`src/rtl/spi_port_pkg.sv`:
```
/*
  Shared constants and types for the serial port unit: select modes,
  reset values, bit counts and the grouped pin signals.
  Assumes a single 40 MHz system clock domain.
*/
package spi_port_pkg;
  localparam int BYTE_W = 8;
  localparam logic [1:0] SEL_THREE_LINE = 2'h0;
  localparam logic [1:0] SEL_FOUR_LINE_IN = 2'h1;
  localparam logic [1:0] SEL_MODE_RST = 2'h1;
  localparam logic [2:0] BIT_CNT_RST = 3'h0;
  localparam logic [2:0] BIT_CNT_LAST = 3'h7;
  localparam logic [7:0] BYTE_RST = 8'h00;
  localparam int CLK_HZ = 40000000;
  localparam int SCK_HALF_CYC = 4;
  localparam int FIFO_DEPTH = 32;

  typedef struct packed {
    logic mosi_o;
    logic mosi_oe;
    logic miso_o;
    logic miso_oe;
    logic sck_o;
    logic sck_oe;
    logic sel_o;
    logic sel_oe;
  } pin_drive_t;

  typedef enum logic [2:0] {
    ST_IDLE = 3'b001,
    ST_LOW = 3'b010,
    ST_HIGH = 3'b100
  } mst_state_t;
endpackage : spi_port_pkg
```
`src/rtl/byte_fifo.sv`:
```
/*
  Synchronous FIFO with valid/ready on both sides.
  Assumes write and read on the same clock.
*/
`timescale 1ns/10ps
`default_nettype none
module byte_fifo #(
  parameter int WIDTH = 8,
  parameter int DEPTH = 32
) (
  input wire logic clk_in,
  input wire logic rst_b_in,
  input wire logic in_valid_in,
  output logic in_ready_out,
  input wire logic [WIDTH-1:0] in_data_in,
  output logic out_valid_out,
  input wire logic out_ready_in,
  output logic [WIDTH-1:0] out_data_out
);
  localparam int AW = $clog2(DEPTH);
  logic [WIDTH-1:0] mem [DEPTH];
  logic [AW-1:0] wr_ff, rd_ff;
  logic [AW:0] cnt_ff;
  wire do_wr = in_valid_in && in_ready_out;
  wire do_rd = out_valid_out && out_ready_in;
  assign in_ready_out = (cnt_ff != (AW+1)'(DEPTH));
  assign out_valid_out = (cnt_ff != '0);
  assign out_data_out = mem[rd_ff];

  always_ff @(posedge clk_in) begin
    if (do_wr) mem[wr_ff] <= in_data_in;
  end

  always_ff @(posedge clk_in or negedge rst_b_in) begin
    if (!rst_b_in) begin
      wr_ff <= '0;
      rd_ff <= '0;
      cnt_ff <= '0;
    end else begin
      if (do_wr) wr_ff <= wr_ff + 1'b1;
      if (do_rd) rd_ff <= rd_ff + 1'b1;
      cnt_ff <= cnt_ff + (AW+1)'(do_wr) - (AW+1)'(do_rd);
    end
  end
endmodule : byte_fifo
`default_nettype wire

```
`src/rtl/serial_port_unit.sv`:
```
/*
  Serial port unit: SPI master or slave, three or four line, MSB first,
  with select-line modes, mode fault and a transmit FIFO.
  Assumes link pins are asynchronous and are resolved by the bench.
*/
// Overview of operation
// - Master or slave, three or four line
// - Data-out line driven as master, sampled slave
// - All bytes shifted most significant bit first
// - Master drives data-out from shift MSB
// - Data-in line input master, output slave
// - Slave output tristated when disabled or unselected
// - Three-line slave always drives shift MSB
// - Clock generated as master, accepted as slave
// - Unselected four-line slave ignores clock
// - Mode 00: three line, slave always selected
// - Mode 01: select line is input
// - Mode 01 master: select fall disables master
// - Mode 1x: select output equals low bit
// - Select line pinned except in three-line mode
// - Mode fault clears enables, sets fault flag
// - Select falling edge resets slave bit counter
// - Slave byte done sets flag, stores byte
`timescale 1ns/10ps
`default_nettype none
module serial_port_unit
  import spi_port_pkg::*;
#(
  parameter int HALF_CYC = SCK_HALF_CYC
) (
  input wire logic clk_in,
  input wire logic rst_b_in,
  input wire logic [1:0] select_mode_field_in,
  input wire logic master_enable_set_in,
  input wire logic port_enable_set_in,
  input wire logic enable_clear_in,
  output logic master_enable_bit_out,
  output logic port_enable_bit_out,
  output logic mode_fault_flag_out,
  input wire logic mode_fault_clr_in,
  output logic transfer_done_flag_out,
  input wire logic transfer_done_clr_in,
  input wire logic tx_valid_in,
  output logic tx_ready_out,
  input wire logic [7:0] tx_data_in,
  output logic [7:0] rx_data_out,
  output logic select_pinned_out,
  input wire logic mosi_in,
  input wire logic miso_in,
  input wire logic sck_in,
  input wire logic slave_select_line_in,
  output pin_drive_t pins_out
);
  // ------------------------------------------------------------
  // Input synchronisers
  // ------------------------------------------------------------
  logic [3:0] s1_ff, s2_ff;
  logic sck_prev_ff, sel_prev_ff;
  always_ff @(posedge clk_in or negedge rst_b_in) begin
    if (!rst_b_in) begin
      // Link clock resets to its idle low level to avoid a false edge
      s1_ff <= 4'hD;
      s2_ff <= 4'hD;
    end else begin
      s1_ff <= {mosi_in, miso_in, sck_in, slave_select_line_in};
      s2_ff <= s1_ff;
    end
  end
  wire mosi_s = s2_ff[3];
  wire miso_s = s2_ff[2];
  wire sck_s = s2_ff[1];
  wire sel_s = s2_ff[0];
  always_ff @(posedge clk_in or negedge rst_b_in) begin
    if (!rst_b_in) begin
      sck_prev_ff <= 1'b0;
      sel_prev_ff <= 1'b1;
    end else begin
      sck_prev_ff <= sck_s;
      sel_prev_ff <= sel_s;
    end
  end
  wire sel_fall = sel_prev_ff && !sel_s;

  // ------------------------------------------------------------
  // Mode decode
  // ------------------------------------------------------------
  logic [1:0] mode_ff;
  logic master_enable_bit_ff, port_enable_bit_ff, mode_fault_flag_ff, done_ff;
  wire three_line = (mode_ff == SEL_THREE_LINE);
  wire four_in = (mode_ff == SEL_FOUR_LINE_IN);
  wire sel_out_mode = mode_ff[1];
  wire is_master = port_enable_bit_ff && master_enable_bit_ff;
  wire is_slave = port_enable_bit_ff && !master_enable_bit_ff;
  // Three-line slave counts as permanently selected
  wire slave_sel = is_slave && (three_line || (four_in && !sel_s));
  wire fault = is_master && four_in && sel_fall;

  // Registered copy keeps the select output glitch free
  always_ff @(posedge clk_in or negedge rst_b_in) begin
    if (!rst_b_in) mode_ff <= SEL_MODE_RST;
    else mode_ff <= select_mode_field_in;
  end

  always_ff @(posedge clk_in or negedge rst_b_in) begin
    if (!rst_b_in) begin
      master_enable_bit_ff <= 1'b0;
      port_enable_bit_ff <= 1'b0;
    end else if (fault || enable_clear_in) begin
      master_enable_bit_ff <= 1'b0;
      port_enable_bit_ff <= 1'b0;
    end else begin
      if (master_enable_set_in) master_enable_bit_ff <= 1'b1;
      if (port_enable_set_in) port_enable_bit_ff <= 1'b1;
    end
  end

  // Set wins over a simultaneous software clear
  always_ff @(posedge clk_in or negedge rst_b_in) begin
    if (!rst_b_in) mode_fault_flag_ff <= 1'b0;
    else if (fault) mode_fault_flag_ff <= 1'b1;
    else if (mode_fault_clr_in) mode_fault_flag_ff <= 1'b0;
  end

  // ------------------------------------------------------------
  // Transmit buffer
  // ------------------------------------------------------------
  logic fifo_valid, fifo_take;
  logic [7:0] fifo_data;
  byte_fifo #(.WIDTH(BYTE_W), .DEPTH(FIFO_DEPTH)) u_txq (
    .clk_in(clk_in),
    .rst_b_in(rst_b_in),
    .in_valid_in(tx_valid_in),
    .in_ready_out(tx_ready_out),
    .in_data_in(tx_data_in),
    .out_valid_out(fifo_valid),
    .out_ready_in(fifo_take),
    .out_data_out(fifo_data)
  );

  // ------------------------------------------------------------
  // Shift engine (mode 0 timing: sample on rise, shift on fall)
  // ------------------------------------------------------------
  mst_state_t st_ff, nxt_st;
  logic [7:0] shift_ff, rx_ff;
  logic [2:0] bit_ff;
  logic [7:0] div_ff;
  logic sample_ff, loaded_ff, sck_drv_ff;
  wire div_tick = (div_ff == 8'(HALF_CYC - 1));
  wire s_rise = slave_sel && !sck_prev_ff && sck_s;
  wire s_fall = slave_sel && sck_prev_ff && !sck_s;
  wire m_rise = (st_ff == ST_LOW) && div_tick;
  wire m_fall = (st_ff == ST_HIGH) && div_tick;
  wire m_start = (st_ff == ST_IDLE) && is_master && fifo_valid;
  wire in_bit = is_master ? miso_s : mosi_s;
  wire do_rise = m_rise || s_rise;
  wire do_fall = m_fall || s_fall;
  wire byte_end = do_fall && (bit_ff == BIT_CNT_LAST);
  wire s_load = is_slave && !loaded_ff && fifo_valid;
  assign fifo_take = m_start || s_load;

  always_comb begin
    nxt_st = st_ff;
    unique case (st_ff)
      ST_IDLE: if (m_start) nxt_st = ST_LOW;
      ST_LOW: if (div_tick) nxt_st = ST_HIGH;
      ST_HIGH: if (div_tick) nxt_st = byte_end ? ST_IDLE : ST_LOW;
      default: nxt_st = ST_IDLE;
    endcase
    if (!is_master) nxt_st = ST_IDLE;
  end

  always_ff @(posedge clk_in or negedge rst_b_in) begin
    if (!rst_b_in) begin
      st_ff <= ST_IDLE;
      div_ff <= 8'h00;
      sck_drv_ff <= 1'b0;
    end else begin
      st_ff <= nxt_st;
      div_ff <= (st_ff == ST_IDLE || div_tick) ? 8'h00 : div_ff + 8'h01;
      sck_drv_ff <= (nxt_st == ST_HIGH);
    end
  end

  always_ff @(posedge clk_in or negedge rst_b_in) begin
    if (!rst_b_in) begin
      shift_ff <= BYTE_RST;
      bit_ff <= BIT_CNT_RST;
      sample_ff <= 1'b0;
      loaded_ff <= 1'b0;
    end else if (!port_enable_bit_ff) begin
      bit_ff <= BIT_CNT_RST;
      loaded_ff <= 1'b0;
    end else begin
      if (is_slave && four_in && sel_fall) bit_ff <= BIT_CNT_RST;
      else if (do_fall) bit_ff <= bit_ff + 3'h1;
      if (do_rise) sample_ff <= in_bit;
      if (fifo_take) begin
        shift_ff <= fifo_data;
        loaded_ff <= 1'b1;
      end else if (do_fall) begin
        shift_ff <= {shift_ff[6:0], sample_ff};
        if (byte_end) loaded_ff <= 1'b0;
      end
    end
  end

  always_ff @(posedge clk_in or negedge rst_b_in) begin
    if (!rst_b_in) begin
      rx_ff <= BYTE_RST;
      done_ff <= 1'b0;
    end else if (byte_end) begin
      rx_ff <= {shift_ff[6:0], sample_ff};
      done_ff <= 1'b1;
    end else if (transfer_done_clr_in) begin
      done_ff <= 1'b0;
    end
  end

  // ------------------------------------------------------------
  // Pin drive
  // ------------------------------------------------------------
  wire miso_en = is_slave && (three_line || (four_in && !sel_s));
  assign pins_out.mosi_o = shift_ff[7];
  assign pins_out.mosi_oe = is_master;
  assign pins_out.miso_o = shift_ff[7];
  assign pins_out.miso_oe = miso_en;
  assign pins_out.sck_o = sck_drv_ff;
  assign pins_out.sck_oe = is_master;
  assign pins_out.sel_o = mode_ff[0];
  assign pins_out.sel_oe = sel_out_mode;
  assign select_pinned_out = !three_line;
  assign master_enable_bit_out = master_enable_bit_ff;
  assign port_enable_bit_out = port_enable_bit_ff;
  assign mode_fault_flag_out = mode_fault_flag_ff;
  assign transfer_done_flag_out = done_ff;
  assign rx_data_out = rx_ff;

  // ------------------------------------------------------------
  // Checks
  // ------------------------------------------------------------
  chk_miso_tristate: assert property (@(posedge clk_in) disable iff (!rst_b_in)
    (!port_enable_bit_ff || (four_in && sel_s)) |-> !pins_out.miso_oe)
    else $error("slave output driven while not selected");
  chk_fault_clears: assert property (@(posedge clk_in) disable iff (!rst_b_in)
    fault |=> (mode_fault_flag_ff && !master_enable_bit_ff && !port_enable_bit_ff))
    else $error("mode fault did not disable port");
  chk_sel_follows: assert property (@(posedge clk_in) disable iff (!rst_b_in)
    select_mode_field_in[1] |=> (pins_out.sel_oe &&
      pins_out.sel_o == $past(select_mode_field_in[0])))
    else $error("select output not following low bit");
  chk_mosi_dir: assert property (@(posedge clk_in) disable iff (!rst_b_in)
    pins_out.mosi_oe == is_master)
    else $error("data-out direction wrong");
  chk_done_set: assert property (@(posedge clk_in) disable iff (!rst_b_in)
    byte_end |=> (done_ff && rx_ff == $past({shift_ff[6:0], sample_ff})))
    else $error("byte end did not store byte");
  chk_cnt_reset: assert property (@(posedge clk_in) disable iff (!rst_b_in)
    (port_enable_bit_ff && is_slave && four_in && sel_fall) |=> bit_ff == BIT_CNT_RST)
    else $error("bit counter not reset on select fall");
  chk_ignore_clk: assert property (@(posedge clk_in) disable iff (!rst_b_in)
    (is_slave && four_in && sel_s) |-> !(s_rise || s_fall))
    else $error("unselected slave saw clock");
  chk_pin_map: assert property (@(posedge clk_in) disable iff (!rst_b_in)
    three_line |-> (!select_pinned_out && !pins_out.sel_oe))
    else $error("select pinned in three-line mode");
  chk_master_clk: assert property (@(posedge clk_in) disable iff (!rst_b_in)
    m_start |=> (!pins_out.sck_o ##[1:16] pins_out.sck_o))
    else $error("master clock did not toggle");
endmodule : serial_port_unit
`default_nettype wire

```
`config.mk`:
```
export PLATFORM = sky130hd
export DESIGN_NAME = serial_port_unit
export DESIGN_NICKNAME = d
export VERILOG_FILES = /design/src/rtl/spi_port_pkg.sv /design/src/rtl/byte_fifo.sv /design/src/rtl/serial_port_unit.sv
export SDC_FILE = /design/constraint.sdc
export NUM_CORES = 1
export LEC_CHECK = 0
export ABC_AREA = 0
export BUFFER_PORTS_ARGS = -buffer_cell sky130_fd_sc_hd__buf_2
export CAP_MARGIN = 10
export CORE_MARGIN = 3
export CORE_UTILIZATION = 30
export CTS_CLUSTER_DIAMETER = 120
export DETAILED_ROUTE_END_ITERATION = 8
export GPL_TIMING_DRIVEN = 0
export SLEW_MARGIN = 20
export SYNTH_ARGS = -nofsm -noshare
export SYNTH_HDL_FRONTEND = slang
export SYNTH_SLANG_ARGS = --single-unit
```
`constraint.sdc`:
```
create_clock -name clk_in -period 7.05 [get_ports clk_in]
set_input_delay 0.3525 -clock clk_in [delete_from_list [all_inputs] [get_ports clk_in]]
set_output_delay 0.3525 -clock clk_in [all_outputs]
set_load 0.1 [all_outputs]
```
# After elaboration in Yosys (flattened, before gate mapping)
# Memories as Yosys holds them, arrays and structs flattened.
# Index checks and enable logic that the tools add are counted.
[word_totals] reg_bits=65 mem_bits_rw=256 memories=1
[classes] n_addsub=6 n_eq_ne=11 muxes=27 n_reduce_logical=44
[mem_list] memory="u_txq.mem" depth=32 word_bits=8 rd=1 rd_clocked_by_memory_dff=0 write_ports=1 line_no="byte_fifo.sv:21" rtl="logic [WIDTH-1:0] mem [DEPTH];"
[ops] operator="$mux W8" count=3
[ops] operator="$logic_and A1 B1 Y1" count=22
[ops] operator="$mux W3" count=7
[ops] operator="$mux W1" count=15
[ops] operator="$add A5 B1 Y5 const B" count=2
[ops] operator="$reduce_bool A2 Y1" count=5
[ops] operator="$eq A3 B3 Y1 const B" count=3
[ops] operator="$ne A3 B1 Y1 const B" count=3
[ops] operator="$pmux W3 S3" count=1
[ops] operator="$add A8 B1 Y8 const B" count=1
[ops] operator="$eq A8 B2 Y1 const B" count=1
[ops] operator="$add A6 B1 Y6" count=1
[ops] operator="$logic_not A1 Y1" count=6
[ops] operator="$logic_or A1 B1 Y1" count=6
[ops] operator="$ne A6 B6 Y1 const B" count=1
[ops] operator="$reduce_and A2 Y1" count=3
[ops] operator="$reduce_bool A6 Y1" count=1
[ops] operator="$sub A6 B1 Y6" count=1
[ops] operator="$add A3 B1 Y3 const B" count=1
[ops] operator="$eq A3 B1 Y1 const B" count=1
[ops] operator="$eq A3 B2 Y1 const B" count=1
[ops] operator="$eq A2 B1 Y1 const B" count=1
[ops] operator="$logic_not A2 Y1" count=1
[ops] operator="$mux W2" count=1

# Logic depth before layout (Yosys ltp)
[depth] depth_word=13 mapped_depth=13 mapped_depth_nobuf=12

# Hierarchy
# A second synthesis with hierarchy kept.
[hier_totals] hier_cells=740 hier_area_um2=12983.7
[by_module_without_submodules] module="byte_fifo" n_inst=1 cells_each=554 area_per_inst_um2=10841.6 seq_area_each_um2=8087.8
[by_module_without_submodules] module="serial_port_unit" n_inst=1 cells_each=186 area_per_inst_um2=2142.1 seq_area_each_um2=1237.4

# Worst setup path before layout
# OpenSTA, ideal clock, no wires.
[synth_timing] path_kind="flip-flop to flip-flop" start="reg u_txq.cnt_ff[2]" end="reg u_txq.cnt_ff[4]" t_arrival_ns=3.295 setup_slack_ns=3.675 stages_incl_launch_ff=12 path_buffers=1 synth_period_minus_slack_ns=3.375 cell_sequence="dfrtp_1 > inv_1 > ha_1 > nand4_1 > and2_1 > clkbuf_1 > ha_1 > fa_1 > a21oi_1 > nor2_1 > nor2_1 > xnor2_1"
[synth_via] word_cells_on_any_way=9
[synth_rtl] element="start: declaration" line_no="byte_fifo.sv:23" rtl="logic [AW:0] cnt_ff;"
[synth_rtl] element="start signal: assignment" line_no="byte_fifo.sv:42" rtl="cnt_ff <= cnt_ff + (AW+1)'(do_wr) - (AW+1)'(do_rd);"
[synth_rtl] element="$ne A6 B6 Y1" line_no="byte_fifo.sv:26" rtl="assign in_ready_out = (cnt_ff != (AW+1)'(DEPTH));"
[synth_rtl] element="named net tx_ready_out" line_no="serial_port_unit.sv:44" rtl="output logic tx_ready_out,"
[synth_rtl] element="$logic_and A1 B1 Y1" line_no="byte_fifo.sv:24" rtl="wire do_wr = in_valid_in && in_ready_out;"
[synth_rtl] element="named net u_txq.do_wr" line_no="byte_fifo.sv:24"
[synth_rtl] element="$add A6 B1 Y6" line_no="byte_fifo.sv:42"
[synth_rtl] element="$sub A6 B1 Y6" line_no="byte_fifo.sv:42"
# The timed path passes the listed nets, and every way through them passes these cells.
# A chain may end at the register's enable or synchronous reset.

# Worst setup path in the final report
[layout_timing] start="reg st_ff[0]" end="reg u_txq.cnt_ff[5]"
[layout_via] elab_chain_len=6
[layout_lines] element="start: declaration" line_no="serial_port_unit.sv:143" rtl="mst_state_t st_ff, nxt_st;"
[layout_lines] element="start signal: assignment" line_no="serial_port_unit.sv:178" rtl="st_ff <= nxt_st;"
[layout_lines] element="$eq A3 B1 Y1" line_no="serial_port_unit.sv:153" rtl="wire m_start = (st_ff == ST_IDLE) && is_master && fifo_valid;"
[layout_lines] element="$logic_and A1 B1 Y1 (2 in series)" line_no="serial_port_unit.sv:153"
[layout_lines] element="$logic_or A1 B1 Y1" line_no="serial_port_unit.sv:159" rtl="assign fifo_take = m_start || s_load;"
[layout_lines] element="$logic_and A1 B1 Y1" line_no="byte_fifo.sv:25" rtl="wire do_rd = out_valid_out && out_ready_in;"
[layout_lines] element="named net u_txq.do_rd" line_no="byte_fifo.sv:25"
[layout_lines] element="$sub A6 B1 Y6" line_no="byte_fifo.sv:42"
# The timed path passes the listed nets, and every way through them passes these cells.

==> impl_metrics.ini <==
[drt]
drt_iter0_markers = 621
vias_per_cell = 4.74
vias = 6201
wl_mm = 25.7
wl_per_cell_um = 19.6
drtPass1Iterations = 5
ant_nets = 0
drc = 0

[setup_path]
r2r_slack_ns = 3.71
ff2ff_path_depth = 11
regToRegEndpoint = u_txq.cnt_ff[5]
startpoint_type = flip-flop
cp.required_ns = 7.48
crit_arrival_ns = 3.77
r2r-start = st_ff[0]
cp_max_fo = 10
startpoint = st_ff[0]
worstSetupEndpoint = u_txq.cnt_ff[5]
setup.worst_path.end_class = flip-flop
critical_path_class = reg -> reg

[grt]
grt-ovfl-total = 0
grt_pass1_wl_mm = 39.2
grt_max_degree = 56
grt_usage = 0.115
antenna_found_initial = 0
first_global_vias = 6382

[yosys]
syn-cell-area_um2 = 12800
ys_types = 43
synth-async-reset-ratio = 0.202
synth_top_area_cell = edfxtp_1
synth_edf_count = 256
synth-main-ff-cell = edfxtp_1
synthCells = 656
seq_area_frac_synth = 0.728
synth_warnings = 0
netlist_top_cells_area = edfxtp_1, mux4_2, dfrtp_1
avgSynthCellArea_um2 = 19.5
yosysTopAreaCellShare = 0.600
synth_nets = 696
yosys_register_bits = 321

[clocking]
insertion_delay_ns = 0.51
holdBufCountCts = 7
clkSlewWorstSetupHoldPaths_ns = 0.06
clk_path_buf_depth = 3
cts_tree = built
cts.sinks = 321
ctsHtreeMaxLevel = 2
cts_resized = 0
cts_root_buffer = clkbuf_16
cts_setup_buffers = 0
numCtsBuffers = 34

[floorplan]
die_area_um2 = 45200
io_pins = 44
initial_core_util = 0.305
die_width_um = 213
core_um2 = 42000
row_count = 75
die_height_um = 213

[layout]
area_growth_pct = 16.8
layout-drive-gt1-share = 0.294
final_area_um2 = 15000
nFillCells = 3895
multi_input_area_um2 = 3240
num-nets-final = 783
seq_area_um2 = 9330

[power_and_ir_drop]
leakage_uw = 0.00517
power_uw = 5750
p_per_area_nw_per_um2 = 384
ir_worst_vdd_mv = 0.191

[timing]
setup_viol = 0
tightestPinTransition_ns = 0.840
period_share = 0.473
fmax_ghz = 0.300
tns_ns = 0
slew_headroom = 0.438
skew_ns = 0.0197
grt_setup_unrepaired = false
finalCriticalPeriod_ns = 3.34
final_max_slew_viol_count = 0
final_hold_viol_count = 0

[place]
place_congestion = 0.739
place_area_um2 = 13700
io_buffers = 43
dp_hpwl_mm = 16.7

[outcome]
status = finished, final reports clean

[min_path]
hp-class = in -> reg
holdPathStages = 2

[flow_run]
cap_viol_max_count = 0
metrics by stage:
step,hold slack (ns),cells,utilization,setup WS (ns)
2_1_floorplan,0.0569,656,-,3.67
3_3_place_gp,0.342,1238,0.326,3.72
3_5_place_dp,0.211,1239,0.327,3.70
4_1_cts,0.0390,1308,0.356,3.69
5_1_grt,0.0457,1308,0.356,3.48
6_report,0.0544,1309,0.356,3.71
cell usage after synthesis, drive strengths merged (9+ instances only):
library cell	n
mux4	80
ha	17
clkbuf	13
buf	21
nor2	57
dfrtp	56
dfstp	9
a21oi	15
nand2	13
mux2	19
xnor2	11
edfxtp	256
inv	15
mux2i	10
worst min-delay path by stage:
stage,startpoint,to,slack (ns)
2_1_floorplan,rst_b_in,bit_ff[0],0.06
3_3_place_gp,s1_ff[1],s2_ff[1],0.34
3_5_place_dp,rst_b_in,div_ff[5],0.21
4_1_cts,mode_fault_clr_in,mode_fault_flag_out,0.04
5_1_grt,mode_fault_clr_in,mode_fault_flag_out,0.05
6_report,mode_fault_clr_in,mode_fault_flag_out,0.05
cells by family after synthesis:
group,after synthesis,share of synthesized area
AO/OA/AOI/OAI,30,0.0144
adder cells (fa/ha/maj),18,0.0182
flip-flops,321,0.728
AND/OR/NAND/NOR,110,0.0420
XOR/XNOR,19,0.0130
buffers and inverters,49,0.0194
multiplexers,109,0.165
report_power, final:
group	internal (µW)	total [µW]	switching, µW
clock	1120	1830	714
combinational	730	1620	891
sequential	2230	2300	64.9
worst max-delay path: stages (launching register included):
cell	delay, ns
dfstp_2	0.54
nor3b_1	0.44
o2111a_1	0.37
buf_1	0.53
ha_1	0.25
inv_1	0.06
ha_1	0.27
a21o_1	0.16
a21oi_1	0.22
o21bai_1	0.10
a21oi_1	0.18
xor2_1	0.15
routing by layer:
layer  track usage  wire (µm)  up-vias
met5             0          0        -
met4        0.0280        420        0
met3        0.0213       1150       32
met2         0.175      11800      150
met1         0.172      12300     3255
li1              -          -     2764
state kept, by name, indices dropped and copies added (netlist names):
signal,count
u_txq.wr_ff,5
div_ff,8
shift_ff,8
master_enable_bit_out,1
s2_ff,4
s1_ff,4
loaded_ff,1
sck_prev_ff,1
st_ff,3
mode_fault_flag_out,1
transfer_done_flag_out,1
u_txq.mem,256
mode_ff,2
u_txq.cnt_ff,6
port_enable_bit_out,1
rx_data_out,8
sample_ff,1
sel_prev_ff,1
u_txq.rd_ff,5
sck_drv_ff,1
bit_ff,3
cells in the final DEF (no fill, tap or decap), drive strengths merged, types with 16 or more instances in the layout:
cell	netlist	routed
buf	21	65
clkbuf	13	54
clkinv	0	16
dfrtp	56	56
edfxtp	256	256
ha	17	17
mux2	19	19
mux4	80	80
nor2	57	57
layout make-up:
type                    instances  share of cell area
inverters                      15             0.00376
repair buffers                 51              0.0211
well taps                     539              0.0451
flip-flops and latches        321               0.623
clock buffers                  41              0.0614
diodes                          1            0.000167
multi-input cells             286               0.216
plain buffers                  34              0.0129
clock inverters                21              0.0165
No activity file was read; power rests on OpenSTA's default activity.
